### src/design/lps_pkg.sv
package lps_pkg;

  localparam int unsigned DATA_W    = 8;
  localparam int unsigned PIN_W     = DATA_W + 5;
  localparam int unsigned LAST_STG  = DATA_W - 1;
  localparam logic [DATA_W-1:0] DATA_RST = 8'h00;
  localparam logic [PIN_W-1:0]  PIN_RST  = 13'h0000;

  // all pin inputs travel together through the synchroniser
  typedef struct packed {
    logic [DATA_W-1:0] par_data;
    logic              serial_in;
    logic              parallel_load_n;
    logic              shift_clear_n;
    logic              shift_clock;
    logic              storage_clock;
  } lps_pins_type;

endpackage

### src/design/lps_shift_top.sv
`timescale 1ns/1ps
module lps_shift_top
  import lps_pkg::*;
(
  input  wire logic              sys_clk_i,
  input  wire logic              reset_i,
  input  wire logic [DATA_W-1:0] par_data_i,
  input  wire logic              serial_in_i,
  input  wire logic              storage_clock_i,
  input  wire logic              shift_clock_i,
  input  wire logic              parallel_load_n_i,
  input  wire logic              shift_clear_n_i,
  output logic                   serial_out_o
);

  lps_pins_type      pins_raw;
  lps_pins_type      pins_s;
  logic [PIN_W-1:0]  pins_sync;
  logic              store_prev_r;
  logic              store_prev_nxt;
  logic              shift_prev_r;
  logic              shift_prev_nxt;
  logic              store_edge;
  logic              shift_edge;
  logic [DATA_W-1:0] latch_r;
  logic [DATA_W-1:0] latch_nxt;
  logic [DATA_W-1:0] shift_r;
  logic [DATA_W-1:0] shift_nxt;
  logic [DATA_W-1:0] stage_in;

  // pack the pins, bit A lands in bit 0 and H in bit 7
  always_comb begin
    pins_raw.par_data        = par_data_i;
    pins_raw.serial_in       = serial_in_i;
    pins_raw.parallel_load_n = parallel_load_n_i;
    pins_raw.shift_clear_n   = shift_clear_n_i;
    pins_raw.shift_clock     = shift_clock_i;
    pins_raw.storage_clock   = storage_clock_i;
  end

  // every pin passes two flops before any logic reads it; this costs two
  // system clocks of latency but keeps metastability out of the decode
  lps_sync u_sync (
    .sys_clk_i (sys_clk_i),
    .reset_i   (reset_i),
    .async_i   (pins_raw),
    .sync_o    (pins_sync)
  );

  assign pins_s = lps_pins_type'(pins_sync);

  // rising edges of the pin clocks, seen on the system clock
  always_comb begin
    store_prev_nxt = pins_s.storage_clock;
    shift_prev_nxt = pins_s.shift_clock;
    store_edge     = pins_s.storage_clock & ~store_prev_r;
    shift_edge     = pins_s.shift_clock & ~shift_prev_r;
  end

  // storage latch captures on every storage edge, nothing else matters
  always_comb begin
    latch_nxt = latch_r;
    if (store_edge) begin
      latch_nxt = pins_s.par_data;
    end
  end

  // each stage takes its neighbour and stage 0 takes the serial input;
  // the loop keeps the stage order explicit, H being the one that shows
  genvar gs;
  generate
    for (gs = 0; gs < DATA_W; gs++) begin : g_stage
      if (gs == 0) begin : g_first
        assign stage_in[gs] = pins_s.serial_in;
      end else begin : g_next
        assign stage_in[gs] = shift_r[gs-1];
      end
    end
  endgenerate

  // clear and load are levels and win over the shift clock;
  // both low is illegal, clear is taken so the state stays defined
  always_comb begin
    shift_nxt = shift_r;
    if (!pins_s.shift_clear_n) begin
      shift_nxt = DATA_RST;
    end else if (!pins_s.parallel_load_n) begin
      if (store_edge) begin
        shift_nxt = pins_s.par_data;
      end else begin
        shift_nxt = latch_r;
      end
    end else if (shift_edge) begin
      shift_nxt = stage_in;
    end
  end

  // registers; serial output is the last stage flop itself
  always_ff @(posedge sys_clk_i) begin
    if (reset_i) begin
      store_prev_r <= 1'b0;
      shift_prev_r <= 1'b0;
      latch_r      <= DATA_RST;
      shift_r      <= DATA_RST;
    end else begin
      store_prev_r <= store_prev_nxt;
      shift_prev_r <= shift_prev_nxt;
      latch_r      <= latch_nxt;
      shift_r      <= shift_nxt;
    end
  end

  assign serial_out_o = shift_r[LAST_STG];
endmodule // lps_shift_top

### src/design/lps_sync.sv
`timescale 1ns/1ps
module lps_sync
  import lps_pkg::*;
(
  input  wire logic             sys_clk_i,
  input  wire logic             reset_i,
  input  wire logic [PIN_W-1:0] async_i,
  output logic      [PIN_W-1:0] sync_o
);

  logic [PIN_W-1:0] meta_r;
  logic [PIN_W-1:0] meta_nxt;
  logic [PIN_W-1:0] sync_r;
  logic [PIN_W-1:0] sync_nxt;

  // two flops per pin; the first stage feeds only the second
  genvar gi;
  generate
    for (gi = 0; gi < PIN_W; gi++) begin : g_bit
      always_comb begin
        meta_nxt[gi] = async_i[gi];
        sync_nxt[gi] = meta_r[gi];
      end
    end
  endgenerate

  always_ff @(posedge sys_clk_i) begin
    if (reset_i) begin
      meta_r <= PIN_RST;
      sync_r <= PIN_RST;
    end else begin
      meta_r <= meta_nxt;
      sync_r <= sync_nxt;
    end
  end

  assign sync_o = sync_r;

endmodule // lps_sync

### config.mk
export PLATFORM = sky130hd
export DESIGN_NAME = lps_shift_top
export DESIGN_NICKNAME = d
export VERILOG_FILES = /design/src/design/lps_pkg.sv /design/src/design/lps_shift_top.sv /design/src/design/lps_sync.sv
export SDC_FILE = /design/constraint.sdc
export NUM_CORES = 1
export LEC_CHECK = 0
export ABC_CLOCK_PERIOD_IN_PS = 1200
export BUFFER_PORTS_ARGS = -buffer_cell sky130_fd_sc_hd__buf_2
export CORE_MARGIN = 2
export CORE_UTILIZATION = 54
export CTS_CLUSTER_SIZE = 40
export DETAILED_ROUTE_END_ITERATION = 8
export PLACE_DENSITY = 0.75
export SYNTH_ARGS = -nofsm -noshare
export SYNTH_HDL_FRONTEND = slang
export SYNTH_SLANG_ARGS = --single-unit
### constraint.sdc
create_clock -name sys_clk_i -period 1.2 [get_ports sys_clk_i]
set_input_delay 0.12 -clock sys_clk_i [delete_from_list [all_inputs] [get_ports sys_clk_i]]
set_output_delay 0.12 -clock sys_clk_i [all_outputs]
set_load 0.03 [all_outputs]
==> metrics.md, run 1 <==
| Metric | Value |
|---|---|
| Status | `finished clean` |
| Largest fanout on the critical path | `8` |
| Grt total ovfl | `0` |
| Dpl cell area | `0.00148 mm^2` |
| Starting density of the core | `56.1%` |
| Dpl ws | `0.0919 ns` |
| Clk slew on worst S/H paths | `0.12 ns` |
| Final #Nets | `163` |
| Drt total wl | `2.08 mm` |
| Critical path startpoint category | `register` |
| Cell internal pwr | `2.03 mW` |
| Max cap viols | `0` |
| Antenna violations before repair | `0` |
| Net load switching power | `0.495 mW` |
| Reg area | `881 um^2` |
| Worst EP arrival | `1.39 ns` |
| Post-cts resize count | `0` |
| # setup viols final | `0` |
| Syn Area/Cell | `12.0 um^2` |
| Clock latency on the worst-skew pair | `0.34 ns` |
| VDD IR-drop max | `1.19 mV` |
| PwrDens | `1500 mW/mm^2` |
| Wire per inst | `11.6 um` |
| RSZ-0062 raised after global routing | `false` |
| Synth area leader | `dfxtp_1` |
| Via count | `859` |
| HPWL Detailed | `1.30 mm` |
| DRT iter0 DRCs | `7` |
| Die Y | `54.5 um` |
| Fin area | `0.00168 mm^2` |
| Final ANT Viol Nets | `0` |
| CTS root buffer | `clkbuf_4` |
| R2R Setup Slk | `0.08 ns` |
| Syn. warnings | `0` |
| Die area | `0.00297 mm^2` |
| Overall routing resource usage | `17.3%` |
| Die width | `54.5 um` |
| CORE AREA | `0.00245 mm^2` |
| Area Overhead vs Synth | `22.1%` |
| First-pass GRT wire length | `3.40 mm` |
| Sequential share of power | `60.1%` |
| Residual DRC | `0` |
| Fin. Hold Viols | `0` |
| P_leak | `0.763 nW` |
| Htree depth | `2` |
| Synth Net Count | `130` |
| Top cells by area, synth | `dfxtp_1 (64%), nor2b_1 (13%), mux2i_1 (12%), o22ai_1 (3.6%), buf_6 (2.5%)` |
| Max Clk Rate | `894 MHz` |
| Mapped cell area | `0.00138 mm^2` |
| Tmin final | `1.12 ns` |
| Fill cells | `193` |
| Combinational power share | `5.6%` |
| Largest net degree at the start of global routing | `31` |
| Synth top area share | `63.9%` |
| Fin crit share | `93.3%` |
| Setup CP Type | `reg -> reg` |
| Clock power share | `34.3%` |
| Setup bufs post-CTS | `0` |
| Final Max Slew Viols | `0` |
| Setup ws final | `0.0809 ns` |
| Multi-input logic area | `444 um^2` |
| CTS max path bufs | `2` |
| Sw Share | `19.6%` |
| Most frequent cells in the layout | `dfxtp_1 (44), nor2b_1 (28), mux2i_1 (16)` |
| Io pins | `16` |
| CP Capture Type | `register` |
| Setup TNS | `0 ns` |
| Flops & latches, synth | `44` |
| Clock skew | `0.00763 ns` |
| Synthesized instance count | `115` |
| Site row count | `18` |
| Rel. slew slack | `78.8%` |
| Buffers on Ports | `15` |
| Total CTS buffers | `5` |
| Yosys cell types | `11` |
| Layout cells sized above 1 | `18.1%` |
| Req. time, crit path | `1.47 ns` |
| Avg Vias per Cell | `4.80` |
| Total iterations of the first detailed-routing run | `4` |
| Gp weighted congestion | `0.796` |
| CTS tree | `built` |
| Vias in the first global route | `830` |
| Measured slew at the worst slew-check pin | `0.317 ns` |
| ANT cells | `0` |
| Hold Path Class | `in -> reg` |
| Clock sinks | `44` |
| Most common cell after layout, fill and taps aside | `dfxtp_1` |
| Sequential element share of the synthesized area | `63.9%` |
-- per-layer routing --
metal	wire, um	global-route usage [%]	up-vias
met1	922	17.6	394
met4	17	8.75	0
met5	0	0	-
met2	1040	28.7	20
met3	99	9.02	2
li1	-	-	443
-- path summary, 6_finish.rpt --
check,startpoint,to,cells after the start
setup / recovery,u_sync.sync_o[3]$_SDFF_PP0_,shift_r[6]$_SDFFE_PP0P_,2
hold / removal,reset_i,u_sync.sync_o[4]$_SDFF_PP0_,3
setup reg to reg,u_sync.sync_o[3]$_SDFF_PP0_,shift_r[6]$_SDFFE_PP0P_,2
hold reg to reg,u_sync.meta_r[11]$_SDFF_PP0_,u_sync.sync_o[11]$_SDFF_PP0_,1
-- power groups by stage --
stage | combinational, mW | sequential, mW | clock (mW)
global route | 0.155 | 1.52 | 0.947
finish | 0.141 | 1.52 | 0.867
floorplan | 0.0773 | 1.55 | 0
CTS | 0.141 | 1.52 | 0.896
global placement | 0.104 | 1.55 | 0
detailed placement | 0.109 | 1.55 | 0
-- stage by stage --
| stage | power [mW] | hold slack, ns | instances | utilization, % |
|---|---|---|---|---|
| final | 2.52 | 0.0886 | 179 | 68.5 |
| after global routing | 2.62 | 0.0729 | 179 | 68.5 |
| after CTS | 2.55 | 0.0690 | 179 | 68.5 |
| after detailed placement | 1.66 | 0.335 | 158 | 60.1 |
| after global placement | 1.65 | 0.328 | 158 | 60.1 |
| after floorplan | 1.62 | 0.248 | 115 | - |
-- cell usage after synthesis --
cell type	number
clkbuf_1	3
nor2_1	8
dfxtp_1	44
nor2b_1	28
buf_6	3
o22ai_1	8
nand3b_1	1
or3b_1	1
nand2b_1	2
mux2i_1	16
buf_4	1
-- repair_timing --
action	in CTS	in global routing
hold endpoints to repair	13	0
hold buffers	13	0
setup endpoints to repair	0	0
-- cell families (layout without fill, tap and decap cells) --
group                  after synthesis  in the layout  synth area share (%)
buffers and inverters                7             41                  3.81
multiplexers                        16             16                  11.6
flip-flops                          44             44                  63.9
AND/OR/NAND/NOR                     40             40                  17.0
AO/OA/AOI/OAI                        8              8                  3.63
-- worst max-delay path, stage by stage, from the launching register on --
cell and delay, ns:
dfxtp_1 0.33, or3b_1 0.51, o22ai_1 0.20
-- flip-flops by register name, summed over array words and instances, names as in the netlist --
register and count:
u_sync.sync_o 13, shift_r 8, u_sync.meta_r 13, shift_prev_r 1, store_prev_r 1, latch_r 8
-- layout make-up --
class | instances | area share (%)
Clock inverter | 2 | 2.08
Sequential cell | 44 | 52.4
Tap cell | 30 | 2.23
Multi-Input combinational cell | 64 | 26.4
Timing Repair Buffer | 33 | 14.4
Clock buffer | 6 | 2.46
(Power assumes the default switching activity.)
==> run 2, diff against run 1 <==
--- a/config.mk
+++ b/config.mk
@@ -8,10 +8,9 @@
 export ABC_CLOCK_PERIOD_IN_PS = 1200
 export BUFFER_PORTS_ARGS = -buffer_cell sky130_fd_sc_hd__buf_2
 export CORE_MARGIN = 2
-export CORE_UTILIZATION = 54
+export CORE_UTILIZATION = 40
 export CTS_CLUSTER_SIZE = 40
 export DETAILED_ROUTE_END_ITERATION = 8
-export PLACE_DENSITY = 0.75
 export SYNTH_ARGS = -nofsm -noshare
 export SYNTH_HDL_FRONTEND = slang
 export SYNTH_SLANG_ARGS = --single-unit
==> run 2 against run 1 <==
  * Cell area increased by 1.6%
  * Global-route usage decreased by 5.8 points
  * Combinational power increased by 4%
  * Critical path depth unchanged
  * Clock power decreased by 17%
  * Critical path type unchanged
  * Critical endpoint is now shift_r[7]$_SDFFE_PP0P_
  * Largest cell class unchanged
==> metrics.md, run 2 (synthesized netlist as in run 1, its figures left out) <==
| Metric | Value |
|---|---|
| Avg Vias per Cell | `4.32` |
| CTS max path bufs | `2` |
| Die Y | `62.7 um` |
| Drt total wl | `1.90 mm` |
| R2R Setup Slk | `0.09 ns` |
| Hold Path Stages | `3` |
| Buffers on Ports | `15` |
| Multi-input logic area | `444 um^2` |
| Htree depth | `2` |
| Grt total ovfl | `0` |
| GRT busiest layer | `met2` |
| Slowest stage delay, CP | `0.51 ns` |
| P_leak | `0.766 nW` |
| ANT cells | `0` |
| Max cap viols | `0` |
| Die area | `0.00393 mm^2` |
| Buf+Inv Stages, Crit Path | `0` |
| Status | `finished clean` |
| Rel. slew slack | `76.4%` |
| Net load switching power | `0.490 mW` |
| Most frequent cells in the layout | `dfxtp_1 (44), nor2b_1 (28), mux2i_1 (16)` |
| Total CTS buffers | `5` |
| HPWL Detailed | `1.23 mm` |
| Final ANT Viol Nets | `0` |
| Combinational power share | `6.2%` |
| Reg-to-reg endpoint | `shift_r[7]$_SDFFE_PP0P_` |
| Vias in the first global route | `838` |
| First-pass GRT wire length | `3.37 mm` |
| Antenna violations before repair | `0` |
| Clock latency on the worst-skew pair | `0.35 ns` |
| Site row count | `21` |
| Max Clk Rate | `900 MHz` |
| Total power | `2.38 mW` |
| CP Capture Type | `register` |
| CTS tree | `built` |
| # setup viols final | `0` |
| Clock skew | `0.00848 ns` |
| VDD IR-drop max | `0.751 mV` |
| Largest fanout on the critical path | `8` |
| Sw Share | `20.6%` |
| Critical path startpoint category | `register` |
| Crit-path cells | `or3b_1 > o22ai_1` |
| Req. time, crit path | `1.48 ns` |
| PwrDens | `1390 mW/mm^2` |
| Tmin final | `1.11 ns` |
| Clock sinks | `44` |
| Worst EP arrival | `1.39 ns` |
| Residual DRC | `0` |
| Wire per inst | `9.74 um` |
| Fin crit share | `92.6%` |
| Met3 global-route usage | `7.03%` |
| Overall routing resource usage | `11.5%` |
| Most common cell after layout, fill and taps aside | `dfxtp_1` |
| Met1 usage | `12.7%` |
| Gp weighted congestion | `0.665` |
| Clk slew on worst S/H paths | `0.12 ns` |
| Setup CP Type | `reg -> reg` |
| Largest net degree at the start of global routing | `20` |
| Area Overhead vs Synth | `24.1%` |
| Slowest cell on crit path | `or3b_1` |
| Final core utilization | `51.6%` |
| DRT iter0 DRCs | `26` |
| Fin. Hold Viols | `0` |
| M2 GR Usage | `17.2%` |
| Setup TNS | `0 ns` |
| CORE AREA | `0.00331 mm^2` |
| CTS root buffer | `clkbuf_4` |
| FF-to-FF path depth | `2` |
| Sequential share of power | `63.7%` |
| Fill cells | `318` |
| Cell internal pwr | `1.89 mW` |
| Io pins | `16` |
| Setup bufs post-CTS | `0` |
| Clock power share | `30.1%` |
| RSZ-0062 raised after global routing | `false` |
| Reg area | `881 um^2` |
| Layout cells sized above 1 | `17.4%` |
| Via count | `843` |
| Final Max Slew Viols | `0` |
| Total iterations of the first detailed-routing run | `3` |
| Cell family with most CP delay | `simple AND/OR/NAND/NOR gates` |
| Origin of the critical flop-to-flop path | `u_sync.sync_o[3]$_SDFF_PP0_` |
| Measured slew at the worst slew-check pin | `0.353 ns` |
| Final #Nets | `163` |
| Worst hold start | `reset_i` |
| Starting density of the core | `41.6%` |
| Die width | `62.7 um` |
| Hold Path Class | `in -> reg` |
| Hold Path Sink | `u_sync.sync_o[3]$_SDFF_PP0_` |
-- run 2: layout make-up --
class	count	area share, %
Multi-Input combinational cell	64	26.0
Tap cell	46	3.37
Timing Repair Buffer	33	15.7
Clock buffer	8	3.44
Sequential cell	44	51.5
-- run 2: worst reg2reg max path, stage by stage, from the launching register on --
cell,delay [ns]
dfxtp_1,0.33
or3b_1,0.51
o22ai_1,0.20
-- run 2: stage by stage --
step                hold slack [ns]  area (um^2)  worst slack, ns  cells
finish                       0.0911         1710           0.0885    195
global route                 0.0699         1710           0.0203    195
CTS                          0.0793         1710           0.0829    195
detailed placement            0.335         1520            0.117    174
global placement              0.328         1520            0.137    174
floorplan                     0.248         1380            0.194    115
-- run 2: worst max path at each step --
stage               cells after the start                         from                       to  slack (ns)
detailed placement                      2  u_sync.sync_o[3]$_SDFF_PP0_  shift_r[5]$_SDFFE_PP0P_        0.12
floorplan                               3  u_sync.sync_o[3]$_SDFF_PP0_  shift_r[7]$_SDFFE_PP0P_        0.19
CTS                                     2  u_sync.sync_o[3]$_SDFF_PP0_  shift_r[5]$_SDFFE_PP0P_        0.08
global route                            4      store_prev_r$_SDFF_PP0_  shift_r[4]$_SDFFE_PP0P_        0.02
global placement                        2  u_sync.sync_o[3]$_SDFF_PP0_  shift_r[7]$_SDFFE_PP0P_        0.14
finish                                  2  u_sync.sync_o[3]$_SDFF_PP0_  shift_r[7]$_SDFFE_PP0P_        0.09
-- run 2: routing by layer --
layer  vias up  part of all wire, %
li1        443                    -
met2        16                   46
met4         0                  2.6
met3         6                  5.7
met5         -                    0
met1       378                   46
-- run 2: power by group through the flow --
stage / registers, mW / clock network (mW) / logic (mW)
2_1_floorplan: 1.55 / 0 / 0.0773
3_5_place_dp: 1.55 / 0 / 0.117
4_1_cts: 1.52 / 0.743 / 0.149
6_report: 1.52 / 0.716 / 0.146
5_1_grt: 1.52 / 0.831 / 0.162
3_3_place_gp: 1.55 / 0 / 0.113
-- run 2: timing repair --
action                                 in CTS  in global routing
hold buffers                               13                  0
resized for setup                           0                  0
endpoints found under the hold margin      13                  0
==> run 3, diff against run 2 <==
--- a/config.mk
+++ b/config.mk
@@ -5,6 +5,7 @@
 export SDC_FILE = /design/constraint.sdc
 export NUM_CORES = 1
 export LEC_CHECK = 0
+export ABC_AREA = 1
 export ABC_CLOCK_PERIOD_IN_PS = 1200
 export BUFFER_PORTS_ARGS = -buffer_cell sky130_fd_sc_hd__buf_2
 export CORE_MARGIN = 2
==> run 3 against run 2 <==
  * Critical path depth grew 3
  * Global-route usage grew 2.4 points
  * Sequential power is essentially flat
  * Largest power group unchanged
  * Highest routed layer unchanged
==> metrics.md, run 3 <==
| Metric | Value |
|---|---|
| Req. time, crit path | `1.39 ns` |
| Synth top area share | `56.5%` |
| Total CTS buffers | `5` |
| Grt total ovfl | `0` |
| Die area | `0.00441 mm^2` |
| CP Capture Type | `register` |
| Flops & latches, synth | `44` |
| VDD IR-drop max | `0.911 mV` |
| Largest family of logic cells by synthesized area | `simple AND/OR/NAND/NOR gates` |
| Worst EP arrival | `1.24 ns` |
| Buffers on Ports | `15` |
| Clock sinks | `44` |
| Dpl cell area | `0.00168 mm^2` |
| Largest net degree at the start of global routing | `25` |
| Post-synth top flop | `dfxtp_1` |
| R2R Setup Slk | `0.15 ns` |
| Fin. Hold Viols | `0` |
| Layout cells sized above 1 | `13.4%` |
| Htree depth | `2` |
| Setup ws final | `0.151 ns` |
| Compound-gate portion of the synthesized area | `3.21%` |
| Critical Path Start | `u_sync.sync_o[1]$_SDFF_PP0_` |
| Met3 WL | `112 um` |
| Synth Net Count | `219` |
| Gp weighted congestion | `0.792` |
| Post-cts resize count | `0` |
| Total iterations of the first detailed-routing run | `4` |
| Rel. slew slack | `84.0%` |
| Measured slew at the worst slew-check pin | `0.241 ns` |
| Synthesized instance count | `204` |
| Top cells by area, synth | `dfxtp_1 (57%), inv_1 (12%), nor2_1 (9.2%), nand2_1 (8.0%), nand3_1 (4.2%)` |
| DR WL met2 | `1.01 mm` |
| Tmin final | `1.05 ns` |
| Drt total wl | `2.33 mm` |
| Top cells by count, synth | `inv_1 (48), dfxtp_1 (44), nor2_1 (38)` |
| P_leak | `0.840 nW` |
| Worst hold start | `par_data_i[2]` |
| Via count | `1152` |
| Mapped cell area | `0.00156 mm^2` |
| Top layer in use | `met4` |
| Max cap viols | `0` |
| Ys async rst share | `0%` |
| Met1 WL | `1.15 mm` |
| Setup TNS | `0 ns` |
| Syn. warnings | `0` |
| Antenna violations before repair | `0` |
| Starting density of the core | `41.9%` |
| Multi-input logic area | `452 um^2` |
| Overall routing resource usage | `13.8%` |
| Max Clk Rate | `954 MHz` |
| Final Max Slew Viols | `0` |
| Mux share of post-synthesis cell area | `0%` |
| # setup viols final | `0` |
| CORE AREA | `0.00372 mm^2` |
| Post-synth EDFFs | `0` |
| Origin of the critical flop-to-flop path | `u_sync.sync_o[1]$_SDFF_PP0_` |
| Wire per inst | `8.56 um` |
| CTS max path bufs | `2` |
| RSZ-0062 raised after global routing | `false` |
| Hold_buf cts | `0` |
| Setup bufs post-CTS | `0` |
| Avg Vias per Cell | `4.24` |
| Hold Path Class | `in -> reg` |
| Residual DRC | `0` |
| Status | `finished clean` |
| Most common cell after layout, fill and taps aside | `inv_1` |
| First-pass GRT wire length | `4.46 mm` |
| Sequential element share of the synthesized area | `56.5%` |
| Vias in the first global route | `1089` |
| Most frequent cells in the layout | `inv_1 (48), dfxtp_1 (44), nor2_1 (38)` |
| HPWL Detailed | `1.59 mm` |
| Site row count | `22` |
| CTS root buffer | `clkbuf_8` |
| Reg area | `881 um^2` |
| DRT iter0 DRCs | `33` |
| Yosys cell types | `14` |
| Clock skew | `0.00283 ns` |
| Total power | `2.63 mW` |
| Fin crit share | `87.4%` |
| Setup CP Type | `reg -> reg` |
| Dpl ws | `0.152 ns` |
| Fin area | `0.00178 mm^2` |
| Synth area leader | `dfxtp_1` |
| Fill cells | `400` |
| Synth Area in XOR/XNOR | `0%` |
| Simple-gate share of the synthesized area | `25.8%` |
| Clk slew on worst S/H paths | `0.08 ns` |
| Die width | `66.4 um` |
| CTS tree | `built` |
| Adder-cell share of the synthesized area | `0%` |
| Syn Area/Cell | `7.64 um^2` |
| Area Overhead vs Synth | `14.0%` |
| PwrDens | `1480 mW/mm^2` |
| Clock latency on the worst-skew pair | `0.29 ns` |
| Critical path startpoint category | `register` |
| ANT cells | `0` |
| Die Y | `66.4 um` |
| Io pins | `16` |
| Largest fanout on the critical path | `9` |
| Final ANT Viol Nets | `0` |
| Final #Nets | `238` |
| Most common cell in the netlist | `inv_1` |
## run 3: cell count changes after synthesis, sizes merged, moves of 2 or more
| cell | change |
|---|---|
| inv | +49 |
| nor2b | -28 |
| nand3 | +13 |
| nand2 | +35 |
| nor2 | +31 |
| mux2i | -16 |
| nand4 | +5 |
| nand2b | -2 |
| a21oi | +10 |
| o22ai | -8 |
## run 3: cell type report
cell class | count | area share, %
Inverter | 49 | 10.4
Timing Repair Buffer | 19 | 5.92
Clock inverter | 1 | 0.423
Sequential cell | 44 | 49.6
Multi-Input combinational cell | 104 | 25.4
Tap cell | 48 | 3.38
Clock buffer | 7 | 4.86
## run 3: critical path, stage by stage (launching register included)
cell and delay [ns]:
dfxtp_1 0.45, nand2_2 0.17, inv_1 0.13, nand3b_1 0.09
nand3_1 0.08, nor2_1 0.04
## run 3: worst paths after layout
check	to	cells after the start
worst max-delay path	shift_r[1]$_SDFFE_PP0P_	5
worst min-delay path	u_sync.meta_r[7]$_SDFF_PP0_	3
worst max register to register	shift_r[1]$_SDFFE_PP0P_	5
worst min register to register	u_sync.sync_o[1]$_SDFF_PP0_	2
## run 3: cells by family after synthesis
kind of cell | Yosys count
AOI/OAI and AO/OA | 10
DFF | 44
and+or+nand+nor | 94
buffers and inverters | 56
## run 3: report_power, final
| part | total [mW] | internal (mW) | leakage, nW | switching, mW |
|---|---|---|---|---|
| combinational | 0.154 | 0.0619 | 0.435 | 0.0920 |
| clock | 0.942 | 0.467 | 0.0445 | 0.474 |
| sequential | 1.53 | 1.51 | 0.361 | 0.0177 |
| total | 2.63 | 2.04 | 0.840 | 0.584 |
## run 3: layer usage
metal  track usage, %  vias up
li1                 -      631
met1             16.5      495
met2             21.8       21
met3             4.09        5
met4             8.42        0
met5                0        -
## run 3: per-stage QoR
step,util [%],instances,hold slack [ns]
finish,47.8,272,0.0239
global route,47.8,272,0.0204
CTS,47.8,272,0.0149
detailed placement,45.3,264,0.326
global placement,45.3,264,0.318
floorplan,-,204,0.227
